### config.mk
export PLATFORM = sky130hd
export DESIGN_NAME = etsr_records
export DESIGN_NICKNAME = d
export VERILOG_FILES = /design/src/common/etsr_pkg.sv /design/src/verilog/etsr_byte_reg.sv /design/src/verilog/etsr_records.sv
export SDC_FILE = /design/constraint.sdc
export NUM_CORES = 1
export LEC_CHECK = 0
export BUFFER_PORTS_ARGS = -buffer_cell sky130_fd_sc_hd__buf_2
export CAP_MARGIN = 30
export CORE_MARGIN = 2
export CORE_UTILIZATION = 35
export CTS_CLUSTER_SIZE = 28
export DETAILED_ROUTE_END_ITERATION = 8
export PLACE_DENSITY_LB_ADDON = 0.3
export SLEW_MARGIN = 30
export SYNTH_ARGS = -nofsm -noshare
export SYNTH_HDL_FRONTEND = slang
export SYNTH_SLANG_ARGS = --single-unit
### constraint.sdc
create_clock -name I_REF_CLK -period 3.9 [get_ports I_REF_CLK]
set_input_delay 0.195 -clock I_REF_CLK [delete_from_list [all_inputs] [get_ports I_REF_CLK]]
set_output_delay 0.195 -clock I_REF_CLK [all_outputs]
set_load 0.03 [all_outputs]
### src/common/etsr_pkg.sv
// Package of constants for the event timestamp record block
package etsr_pkg;
   localparam int NUM_BYTES = 9;
   localparam int REC0_BYTES = 7;
   // Register indices
   localparam int IDX_S0_SEC = 0;
   localparam int IDX_S0_MIN = 1;
   localparam int IDX_S0_HOUR = 2;
   localparam int IDX_S0_DATE = 3;
   localparam int IDX_S0_MONTH = 4;
   localparam int IDX_S0_YEAR = 5;
   localparam int IDX_S0_FLAGS = 6;
   localparam int IDX_S1_SUBSEC = 7;
   localparam int IDX_S1_SEC = 8;
   // Byte addresses, index 8 first
   localparam logic [8:0][7:0] REG_ADDR = {8'h29, 8'h28, 8'h27, 8'h26, 8'h25, 8'h24, 8'h23, 8'h22, 8'h21};
   // Implemented bits of each byte
   localparam logic [8:0][7:0] REG_MASK = {8'h7f, 8'h7f, 8'h0f, 8'hff, 8'h9f, 8'h3f, 8'h7f, 8'h7f, 8'h7f};
   localparam logic [8:0][7:0] REG_RESET = {8'h00, 8'h00, 8'h00, 8'h00, 8'h00, 8'h00, 8'h00, 8'h00, 8'h00};
   // Field positions
   localparam int SEC_TENS_LSB = 4;
   localparam int HOUR_FMT_BIT = 6;
   localparam int HOUR_MER_BIT = 5;
   localparam int HOUR_TENS_BIT = 4;
   localparam int FLAG_LOW_VOLTAGE = 3;
   localparam int FLAG_TO_BACKUP = 2;
   localparam int FLAG_TO_MAIN = 1;
   localparam int FLAG_EVENT_PIN = 0;
   localparam logic [7:0] UNMAPPED_READ = 8'h00;
   localparam logic [3:0] FLAG_PAD = 4'h0;
endpackage : etsr_pkg

### src/verilog/etsr_byte_reg.sv
// One record byte with host write and capture load
`timescale 1ns/1ps
`default_nettype none
module etsr_byte_reg #(
   parameter logic [7:0] MASK = 8'hff,
   parameter logic [7:0] RESET_VAL = 8'h00
) (
   input wire logic i_clk,
   input wire logic i_resetn,
   input wire logic i_wr_en,
   input wire logic [7:0] i_wdata,
   input wire logic i_cap_en,
   input wire logic [7:0] i_cap_data,
   output logic [7:0] o_q
);
   typedef struct packed {
      logic [7:0] value;
   } etsr_byte_state_t;

   etsr_byte_state_t state;
   etsr_byte_state_t next_state;

   always_comb begin
      next_state = state;
      if (i_cap_en) begin
         next_state.value = i_cap_data & MASK;
      end else if (i_wr_en) begin
         next_state.value = i_wdata & MASK;
      end
   end

   always_ff @(posedge i_clk or negedge i_resetn) begin
      if (!i_resetn) begin
         state <= '{value: RESET_VAL};
      end else begin
         state <= next_state;
      end
   end

   assign o_q = state.value;
endmodule : etsr_byte_reg
`default_nettype wire

### src/verilog/etsr_records.sv
// Event timestamp record storage with register port and capture
`timescale 1ns/1ps
`default_nettype none
module etsr_records (
   input wire logic I_REF_CLK,
   input wire logic I_RESETN,
   input wire logic [7:0] I_REG_ADDR,
   input wire logic I_REG_WR,
   input wire logic [7:0] I_REG_WDATA,
   input wire logic I_REG_RD,
   output logic [7:0] O_REG_RDATA,
   output logic O_REG_RVALID,
   input wire logic I_CAP_TRIG,
   input wire logic I_CAP_RECORD,
   input wire logic I_LOW_VOLTAGE_DETECT,
   input wire logic I_TO_BACKUP,
   input wire logic I_TO_MAIN,
   input wire logic I_EVENT_PIN,
   input wire logic [7:0] I_NOW_SUBSEC,
   input wire logic [7:0] I_NOW_SEC,
   input wire logic [7:0] I_NOW_MIN,
   input wire logic [7:0] I_NOW_HOUR,
   input wire logic [7:0] I_NOW_DATE,
   input wire logic [7:0] I_NOW_MONTH,
   input wire logic [7:0] I_NOW_YEAR
);
   typedef struct packed {
      logic [7:0] rdata;
      logic rvalid;
   } etsr_state_t;

   etsr_state_t state;
   etsr_state_t next_state;
   logic [7:0] stamp [etsr_pkg::NUM_BYTES];
   logic [7:0] cap_data [etsr_pkg::NUM_BYTES];
   logic [etsr_pkg::NUM_BYTES-1:0] cap_en;
   logic [etsr_pkg::NUM_BYTES-1:0] wr_en;
   logic [3:0] cause;
   logic cap0;
   logic cap1;

   assign cap0 = I_CAP_TRIG && !I_CAP_RECORD;
   assign cap1 = I_CAP_TRIG && I_CAP_RECORD;

   // Cause byte: each bit set only by its own event
   always_comb begin
      cause = 4'h0;
      cause[etsr_pkg::FLAG_LOW_VOLTAGE] = I_LOW_VOLTAGE_DETECT;
      cause[etsr_pkg::FLAG_TO_BACKUP] = I_TO_BACKUP;
      cause[etsr_pkg::FLAG_TO_MAIN] = I_TO_MAIN;
      cause[etsr_pkg::FLAG_EVENT_PIN] = I_EVENT_PIN;
   end

   // Capture sources; hour byte keeps format, meridiem/twenties and tens
   always_comb begin
      cap_data[etsr_pkg::IDX_S0_SEC] = I_NOW_SEC;
      cap_data[etsr_pkg::IDX_S0_MIN] = I_NOW_MIN;
      cap_data[etsr_pkg::IDX_S0_HOUR] = I_NOW_HOUR;
      cap_data[etsr_pkg::IDX_S0_DATE] = I_NOW_DATE;
      cap_data[etsr_pkg::IDX_S0_MONTH] = I_NOW_MONTH;
      cap_data[etsr_pkg::IDX_S0_YEAR] = I_NOW_YEAR;
      cap_data[etsr_pkg::IDX_S0_FLAGS] = {etsr_pkg::FLAG_PAD, cause};
      cap_data[etsr_pkg::IDX_S1_SUBSEC] = I_NOW_SUBSEC;
      cap_data[etsr_pkg::IDX_S1_SEC] = I_NOW_SEC;
   end

   // All bytes of one record load in the same cycle
   always_comb begin
      for (int i = 0; i < etsr_pkg::NUM_BYTES; i++) begin
         cap_en[i] = (i < etsr_pkg::REC0_BYTES) ? cap0 : cap1;
         wr_en[i] = I_REG_WR && (I_REG_ADDR == etsr_pkg::REG_ADDR[i]);
      end
   end

   genvar g;
   generate
      for (g = 0; g < etsr_pkg::NUM_BYTES; g++) begin : g_byte
         etsr_byte_reg #(
            .MASK(etsr_pkg::REG_MASK[g]),
            .RESET_VAL(etsr_pkg::REG_RESET[g])
         ) u_byte (
            .i_clk(I_REF_CLK),
            .i_resetn(I_RESETN),
            .i_wr_en(wr_en[g]),
            .i_wdata(I_REG_WDATA),
            .i_cap_en(cap_en[g]),
            .i_cap_data(cap_data[g]),
            .o_q(stamp[g])
         );
      end
   endgenerate

   // Registered read port; unmapped addresses read zero
   always_comb begin
      next_state = state;
      next_state.rvalid = I_REG_RD;
      if (I_REG_RD) begin
         next_state.rdata = etsr_pkg::UNMAPPED_READ;
         for (int i = 0; i < etsr_pkg::NUM_BYTES; i++) begin
            if (I_REG_ADDR == etsr_pkg::REG_ADDR[i]) begin
               next_state.rdata = stamp[i];
            end
         end
      end
   end

   always_ff @(posedge I_REF_CLK or negedge I_RESETN) begin
      if (!I_RESETN) begin
         state <= '{rdata: 8'h00, rvalid: 1'b0};
      end else begin
         state <= next_state;
      end
   end

   assign O_REG_RDATA = state.rdata;
   assign O_REG_RVALID = state.rvalid;

   // Checks
   a_sec_layout: assert property (@(posedge I_REF_CLK) disable iff (!I_RESETN)
      cap0 |=> stamp[etsr_pkg::IDX_S0_SEC] == {1'b0, $past(I_NOW_SEC[6:0])})
      else $error("seconds byte not captured with bit 7 clear");
   a_hour_24h: assert property (@(posedge I_REF_CLK) disable iff (!I_RESETN)
      (cap0 && !I_NOW_HOUR[etsr_pkg::HOUR_FMT_BIT]) |=> !stamp[etsr_pkg::IDX_S0_HOUR][etsr_pkg::HOUR_FMT_BIT])
      else $error("24-hour format lost on capture");
   a_hour_12h: assert property (@(posedge I_REF_CLK) disable iff (!I_RESETN)
      (cap0 && I_NOW_HOUR[etsr_pkg::HOUR_FMT_BIT]) |=> stamp[etsr_pkg::IDX_S0_HOUR][etsr_pkg::HOUR_FMT_BIT])
      else $error("12-hour format lost on capture");
   a_hour_meridiem: assert property (@(posedge I_REF_CLK) disable iff (!I_RESETN)
      cap0 |=> stamp[etsr_pkg::IDX_S0_HOUR][etsr_pkg::HOUR_MER_BIT] == $past(I_NOW_HOUR[5]))
      else $error("meridiem or twenties bit wrong");
   a_hour_twenties: assert property (@(posedge I_REF_CLK) disable iff (!I_RESETN)
      (cap0 && !I_NOW_HOUR[etsr_pkg::HOUR_FMT_BIT])
         |=> stamp[etsr_pkg::IDX_S0_HOUR][etsr_pkg::HOUR_MER_BIT] == $past(I_NOW_HOUR[etsr_pkg::HOUR_MER_BIT]))
      else $error("twenties digit lost on capture");
   a_hour_digits: assert property (@(posedge I_REF_CLK) disable iff (!I_RESETN)
      cap0 |=> stamp[etsr_pkg::IDX_S0_HOUR][4:0] == $past(I_NOW_HOUR[4:0]))
      else $error("hour tens or units wrong");
   a_flag_low_volt: assert property (@(posedge I_REF_CLK) disable iff (!I_RESETN)
      cap0 |=> stamp[etsr_pkg::IDX_S0_FLAGS][etsr_pkg::FLAG_LOW_VOLTAGE] == $past(I_LOW_VOLTAGE_DETECT))
      else $error("low voltage flag wrong");
   a_flag_backup: assert property (@(posedge I_REF_CLK) disable iff (!I_RESETN)
      cap0 |=> stamp[etsr_pkg::IDX_S0_FLAGS][etsr_pkg::FLAG_TO_BACKUP] == $past(I_TO_BACKUP))
      else $error("to backup flag wrong");
   a_flag_main: assert property (@(posedge I_REF_CLK) disable iff (!I_RESETN)
      cap0 |=> stamp[etsr_pkg::IDX_S0_FLAGS][etsr_pkg::FLAG_TO_MAIN] == $past(I_TO_MAIN))
      else $error("to main flag wrong");
   a_flag_event: assert property (@(posedge I_REF_CLK) disable iff (!I_RESETN)
      cap0 |=> stamp[etsr_pkg::IDX_S0_FLAGS][etsr_pkg::FLAG_EVENT_PIN] == $past(I_EVENT_PIN))
      else $error("event pin flag wrong");
   a_flag_pad: assert property (@(posedge I_REF_CLK) disable iff (!I_RESETN)
      cap0 |=> stamp[etsr_pkg::IDX_S0_FLAGS][7:4] == etsr_pkg::FLAG_PAD)
      else $error("flag byte pad bits not clear");
   a_min_capture: assert property (@(posedge I_REF_CLK) disable iff (!I_RESETN)
      cap0 |=> stamp[etsr_pkg::IDX_S0_MIN] == ($past(I_NOW_MIN) & etsr_pkg::REG_MASK[etsr_pkg::IDX_S0_MIN]))
      else $error("minutes byte not captured");
   a_date_capture: assert property (@(posedge I_REF_CLK) disable iff (!I_RESETN)
      cap0 |=> stamp[etsr_pkg::IDX_S0_DATE] == ($past(I_NOW_DATE) & etsr_pkg::REG_MASK[etsr_pkg::IDX_S0_DATE]))
      else $error("date byte not captured");
   a_month_capture: assert property (@(posedge I_REF_CLK) disable iff (!I_RESETN)
      cap0 |=> stamp[etsr_pkg::IDX_S0_MONTH] == ($past(I_NOW_MONTH) & etsr_pkg::REG_MASK[etsr_pkg::IDX_S0_MONTH]))
      else $error("month byte not captured");
   a_year_capture: assert property (@(posedge I_REF_CLK) disable iff (!I_RESETN)
      cap0 |=> stamp[etsr_pkg::IDX_S0_YEAR] == ($past(I_NOW_YEAR) & etsr_pkg::REG_MASK[etsr_pkg::IDX_S0_YEAR]))
      else $error("year byte not captured");
   a_rec0_atomic: assert property (@(posedge I_REF_CLK) disable iff (!I_RESETN)
      (cap0 && !I_REG_WR) |=> $stable(stamp[etsr_pkg::IDX_S1_SEC]) && $stable(stamp[etsr_pkg::IDX_S1_SUBSEC]))
      else $error("record zero capture touched record one");
   a_rec1_atomic: assert property (@(posedge I_REF_CLK) disable iff (!I_RESETN)
      (cap1 && !I_REG_WR)
         |=> stamp[etsr_pkg::IDX_S1_SEC] == ($past(I_NOW_SEC) & etsr_pkg::REG_MASK[etsr_pkg::IDX_S1_SEC])
         && stamp[etsr_pkg::IDX_S1_SUBSEC] == ($past(I_NOW_SUBSEC) & etsr_pkg::REG_MASK[etsr_pkg::IDX_S1_SUBSEC])
         && $stable(stamp[etsr_pkg::IDX_S0_SEC]))
      else $error("record one capture not atomic");
   a_cap_beats_wr: assert property (@(posedge I_REF_CLK) disable iff (!I_RESETN)
      (cap0 && I_REG_WR && I_REG_ADDR == etsr_pkg::REG_ADDR[etsr_pkg::IDX_S0_SEC])
         |=> stamp[etsr_pkg::IDX_S0_SEC] == ($past(I_NOW_SEC) & etsr_pkg::REG_MASK[etsr_pkg::IDX_S0_SEC]))
      else $error("host write beat capture");

   // Register port read and write checks
   a_read_back: assert property (@(posedge I_REF_CLK) disable iff (!I_RESETN)
      (I_REG_WR && I_REG_ADDR == etsr_pkg::REG_ADDR[etsr_pkg::IDX_S0_FLAGS] && !I_CAP_TRIG)
         ##1 (I_REG_RD && I_REG_ADDR == etsr_pkg::REG_ADDR[etsr_pkg::IDX_S0_FLAGS])
         |=> O_REG_RVALID && O_REG_RDATA == ($past(I_REG_WDATA, 2) & etsr_pkg::REG_MASK[etsr_pkg::IDX_S0_FLAGS]))
      else $error("flag byte read back wrong");
   a_read_mapped: assert property (@(posedge I_REF_CLK) disable iff (!I_RESETN)
      (I_REG_RD && I_REG_ADDR == etsr_pkg::REG_ADDR[etsr_pkg::IDX_S0_HOUR])
         |=> O_REG_RDATA == $past(stamp[etsr_pkg::IDX_S0_HOUR]))
      else $error("hour byte read data wrong");
   a_rvalid_pulse: assert property (@(posedge I_REF_CLK) disable iff (!I_RESETN)
      I_REG_RD |=> O_REG_RVALID)
      else $error("read not answered next cycle");
   a_rvalid_idle: assert property (@(posedge I_REF_CLK) disable iff (!I_RESETN)
      !I_REG_RD |=> !O_REG_RVALID)
      else $error("read valid without a read");
   a_rdata_hold: assert property (@(posedge I_REF_CLK) disable iff (!I_RESETN)
      !I_REG_RD |=> $stable(O_REG_RDATA))
      else $error("read data changed without a read");
   a_unmapped_zero: assert property (@(posedge I_REF_CLK) disable iff (!I_RESETN)
      (I_REG_RD && (I_REG_ADDR < etsr_pkg::REG_ADDR[etsr_pkg::IDX_S0_SEC]
         || I_REG_ADDR > etsr_pkg::REG_ADDR[etsr_pkg::IDX_S1_SEC]))
         |=> O_REG_RDATA == etsr_pkg::UNMAPPED_READ)
      else $error("unmapped address did not read zero");
   a_write_lands: assert property (@(posedge I_REF_CLK) disable iff (!I_RESETN)
      (I_REG_WR && I_REG_ADDR == etsr_pkg::REG_ADDR[etsr_pkg::IDX_S0_YEAR] && !I_CAP_TRIG)
         |=> stamp[etsr_pkg::IDX_S0_YEAR] == $past(I_REG_WDATA))
      else $error("host write to year byte lost");
   a_rec1_wr_lands: assert property (@(posedge I_REF_CLK) disable iff (!I_RESETN)
      (I_REG_WR && I_REG_ADDR == etsr_pkg::REG_ADDR[etsr_pkg::IDX_S1_SUBSEC] && !I_CAP_TRIG)
         |=> stamp[etsr_pkg::IDX_S1_SUBSEC] == ($past(I_REG_WDATA) & etsr_pkg::REG_MASK[etsr_pkg::IDX_S1_SUBSEC]))
      else $error("host write to sub-second byte lost");
   a_wr_elsewhere: assert property (@(posedge I_REF_CLK) disable iff (!I_RESETN)
      (I_REG_WR && I_REG_ADDR > etsr_pkg::REG_ADDR[etsr_pkg::IDX_S1_SEC] && !I_CAP_TRIG)
         |=> $stable(stamp[etsr_pkg::IDX_S1_SEC]) && $stable(stamp[etsr_pkg::IDX_S0_SEC]))
      else $error("unmapped write changed a byte");
endmodule : etsr_records
`default_nettype wire
# Word level (Yosys, flattened, before mapping)
# Index checks and enable logic that the tools add are counted.
# totals
register_bits,81
in_bits,82
# op_classes
mux,27
n_eq_ne,9
n_reduce_logical,21
# ops
cell,count
8-bit two-way mux,27
8-bit by 6-bit equality test with 1-bit output (second input constant),9
2-bit nonzero test,9
1-bit logical AND,11
1-bit logical NOT,1

# Depth between registers and ports, before layout
# depth
ltp_word,10
ltp_mapped,7
mapped_depth_nobuf,4

# Cells and area by module
# From an unflattened synthesis, not the netlist that was laid out.
# unflattened
cells_unflattened,424
area_unflattened_um2,4038.9
# by_module_without_submodules
module,seq_area_each_um2,area_each_um2,n_inst,cells_per_inst
etsr_byte_reg (g_byte[0].u_byte ...),175.2,336.6,5,32
etsr_records,225.2,1167.4,1,150
etsr_byte_reg (g_byte[3].u_byte ...),150.1,297.8,2,29
etsr_byte_reg (g_byte[5].u_byte),200.2,372.9,1,34
etsr_byte_reg (g_byte[6].u_byte),100.1,220.2,1,22

# Least setup slack after synthesis
# No wires, ideal clock.
# synth_path
path_type,input -> register
from,input I_REG_ADDR[7]
to,register g_byte[0].u_byte.state (netlist bit g_byte[0].u_byte.o_q[0])
path_slack_ns,2.092
required_ns,3.774
arrival_ns,1.682
path_stages,6
cell_sequence,or4b_4 buf_6 nor4_4 buf_6 nor2_1 a221o_1
# synth_between
elab_chain_cells,3
# synth_lines
element,line_no,source
from (decl),etsr_records.sv:7,"input wire logic [7:0] I_REG_ADDR,"
8-bit by 6-bit equality test with 1-bit output,etsr_records.sv:71,wr_en[i] = I_REG_WR && (I_REG_ADDR == etsr_pkg::REG_ADDR[i]);
1-bit logical AND,etsr_records.sv:71,
2-bit nonzero test (no line),n/a,
to (signal assigned),etsr_byte_reg.sv:34,state <= '{value: RESET_VAL};
to (signal assigned),etsr_byte_reg.sv:36,state <= next_state;
to (decl),etsr_byte_reg.sv:20,etsr_byte_state_t state;
# No other way between the ends.
# A chain may end at the register's enable or synchronous reset.

# Worst setup path in the final report
# layout_path
from,input I_REG_ADDR[0]
to,register g_byte[0].u_byte.state (netlist bit g_byte[0].u_byte.o_q[3])
# The elaborated chain is that of the path after synthesis.

==> impl_metrics.csv <==
group,metric,value,unit
sta,slew_violations,0,
routing,via_count,3409,
power,p_int,1.30,mW
routing,drc,0,
yosys,synth_area_per_cell,9.22,sq um
yosys,yosysTopAreaCell,"dfrtp_1",
sta,worstMarginPinSlew,0.934,ns
min_path,hold_path.class,"input port to register",
routing,ant_nets,0,
place,gp_congestion,0.800,
layout,seq_area,0.00170,sq mm
sta,clock_skew,0.00761,ns
worst_setup_path,cp-start-kind,"input port",
worst_setup_path,worstPathArrival,2.24,ns
place,post-place-cells,594,
place,hpwl,7680,microns
layout,fin_nets,552,
routing,drt_wl_total,11100,microns
yosys,synth_edf_count,0,
sta,worst_slack,1.90,ns
sta,grt_setup_unrepaired,"no",
global_route,grt_pass1_vias,3314,
clock_network,cts-htree-levels,3,
clock_network,clock_path_buffers,2,
yosys,synth_common_cells,"dfrtp_1 (68), nor2_1 (68), a21oi_1 (56), clkbuf_1 (24), nand2_1 (24)",
yosys,synth_ff_type,"dfrtp_1",
clock_network,cts_setup_buffers,0,
power,pwr-share-comb,18.4,%
worst_setup_path,cp_slowest_cell,"nor4_4",
power,p_sw_share,29.6,%
floorplanning,core_region_area,0.0104,sq mm
floorplanning,die_h,108,microns
yosys,netlist_area,0.00378,sq mm
power,leakage,2.02,nW
yosys,syn-num-nets,492,
clock_network,cts_root_buffer,"clkbuf_8",
floorplanning,pin_count,91,
layout,num_antenna_cells,0,
worst_setup_path,crit_fanout,37,
place,port_buffers,82,
flow_run,drv_cap,0,
yosys,synth_top_area_share,45.0,%
sta,finalSetupViolations,0,
global_route,grt_usage,19.7,%
worst_setup_path,critPathKind,"input port to register",
sta,fin_crit_sh,51.4,%
yosys,synth.yosys.seq_area_share,45.0,%
sta,clock.fmax,0.499,GHz
place,dp_slack,1.59,ns
global_route,grt_max_degree,47,
worst_setup_path,r2r_slack,2.39,ns
yosys,yosysUniqueCellTypes,45,
sta,fin_setup_tns,0,ns
power,vdd_ir_drop_max,167,uV
yosys,ys_async_sr_fraction,100,%
floorplanning,chipWidth,108,microns
global_route,antenna_found_initial,0,
power,p_seq_share,45.6,%
routing,wl_per_cell,18.1,microns
clock_network,numCtsBuffers,9,
clock_network,clock_latency,0.35,ns
power,p_clk_share,36.0,%
worst_setup_path,critPathMaxStageDelay,0.68,ns
routing,first_pass_iters,5,
global_route,grt_overflow_total,0,
floorplanning,start_util,36.3,%
power,p_switching,0.544,mW
clock_network,clkTransAtPathRegs,0.08,ns
layout,finalNonFillerCells,611,
power,cellPowerDensity,414,mW/mm^2
yosys,synth_cells,410,
worst_setup_path,required,4.14,ns
worst_setup_path,cp_cell_sequence,"buf_2, nand2b_1, nor4_4, nor2_1, a221o_1",
layout,final_layout_size_suffix_gt1_share,25.3,%
global_route,grt_first_pass_wirelength,17500,microns
layout,n_fill_cell,1052,
yosys,yosys-top-cells-area,"dfrtp_1 (45%), a21oi_1 (7.4%), nor2_1 (6.8%)",
clock_network,cts.sinks,68,
layout,area_growth,17.8,%
sta,hold_viol,0,
floorplanning,rows,37,
clock_network,cts_tree,"yes",
layout,multiInputGateArea,0.00189,sq mm
yosys,yosysWarnings,0,
routing,drt-initial-drc-count,215,
layout,utilization,42.7,%
floorplanning,die_area,0.0116,sq mm
sta,slew_headroom,37.5,%
outcome,outcome,"completed",
routing,via_per_inst,5.58,
worst_setup_path,setup.worst_path.end_class,"register",
yosys,ys_ff_latch,68,
sta,min_period,2.00,ns
routing by layer:
layer / global-route usage, % / part of all wire [%]
met1: 26.8 / 44
met2: 31.7 / 48
met3: 4.00 / 6.1
met4: 6.41 / 1.5
met5: 0 / 0
through the flow:
stage	hold slack (ns)	area [sq um]	total power, mW
global placement	0.424	4200	1.18
CTS	0.0611	4450	1.85
floorplan	-0.101	3780	1.07
detailed placement	0.256	4220	1.19
finish	0.0769	4450	1.84
global route	0.0709	4450	1.93
state kept, by name (all words and copies together) (netlist names):
register           flops
O_REG_RDATA            8
O_REG_RVALID           1
g_byte.u_byte.o_q     59
timing repair:
item,in CTS,in global routing
resized for setup,0,0
hold buffers,1,0
endpoints found under the hold margin,45,0
placed cells by master (no fill, tap or decap), types with 3 or more instances in the layout:
cell	netlist	routed
nand2_1	24	24
a31oi_1	15	15
o22ai_1	3	3
o41ai_4	3	4
o21ai_0	16	16
nand3_1	16	16
dfrtp_1	68	68
clkbuf_8	0	9
a221o_1	20	20
inv_1	6	6
o221ai_1	3	3
mux2_2	6	6
and2_1	5	5
nor4_4	3	3
buf_2	4	81
nor2_1	68	68
buf_4	4	4
a21oi_1	56	56
o2bb2ai_1	4	4
nor2b_1	5	4
nand2b_1	6	5
mux2i_1	13	13
and2_0	3	3
and3_1	4	4
cell type report:
| cell class | count | share of cell area (%) |
|---|---|---|
| multi-input cells | 298 | 42.4 |
| well taps | 136 | 3.82 |
| inverters | 7 | 0.590 |
| clock buffers | 9 | 2.78 |
| flip-flops and latches | 68 | 38.2 |
| clock inverters | 7 | 2.22 |
| repair buffers | 86 | 10.0 |
critical path, delay by kind of cell:
kind,cells,cell delay (ns)
compound gates,1,0.29
simple gates,3,1.20
buf+inv,1,0.54
power by group through the flow:
stage	Clock (mW)	Combinational, mW	Sequential (mW)
after floorplan	0	0.221	0.844
after global placement	0	0.328	0.852
after detailed placement	0	0.336	0.854
after CTS	0.674	0.339	0.840
after global routing	0.706	0.378	0.851
final	0.662	0.339	0.840
path summary, 6_finish.rpt:
kind | from | to | depth (start not counted)
max reg2reg | g_byte[0].u_byte.o_q[3]$_DFFE_PN0P_ | O_REG_RDATA[3]$_DFFE_PN0P_ | 4
max | I_REG_ADDR[0] | g_byte[0].u_byte.o_q[3]$_DFFE_PN0P_ | 5
min reg2reg | O_REG_RDATA[6]$_DFFE_PN0P_ | O_REG_RDATA[6]$_DFFE_PN0P_ | 1
min in group asynchronous | I_RESETN | g_byte[8].u_byte.o_q[4]$_DFFE_PN0P_ | 2
min | I_EVENT_PIN | g_byte[6].u_byte.o_q[0]$_DFFE_PN0P_ | 2
max in group asynchronous | I_RESETN | g_byte[3].u_byte.o_q[0]$_DFFE_PN0P_ | 3
logic make-up (layout without fill, tap and decap cells):
logic type             Yosys count  count (layout)  share of synthesized area, %
and+or+nand+nor                140             140                          18.0
AOI/OAI and AO/OA              139             139                          26.2
DFF                             68              68                          45.0
buffers and inverters           44             109                          5.50
muxes                           19              19                          5.23
No activity file was read; power rests on OpenSTA's default activity.
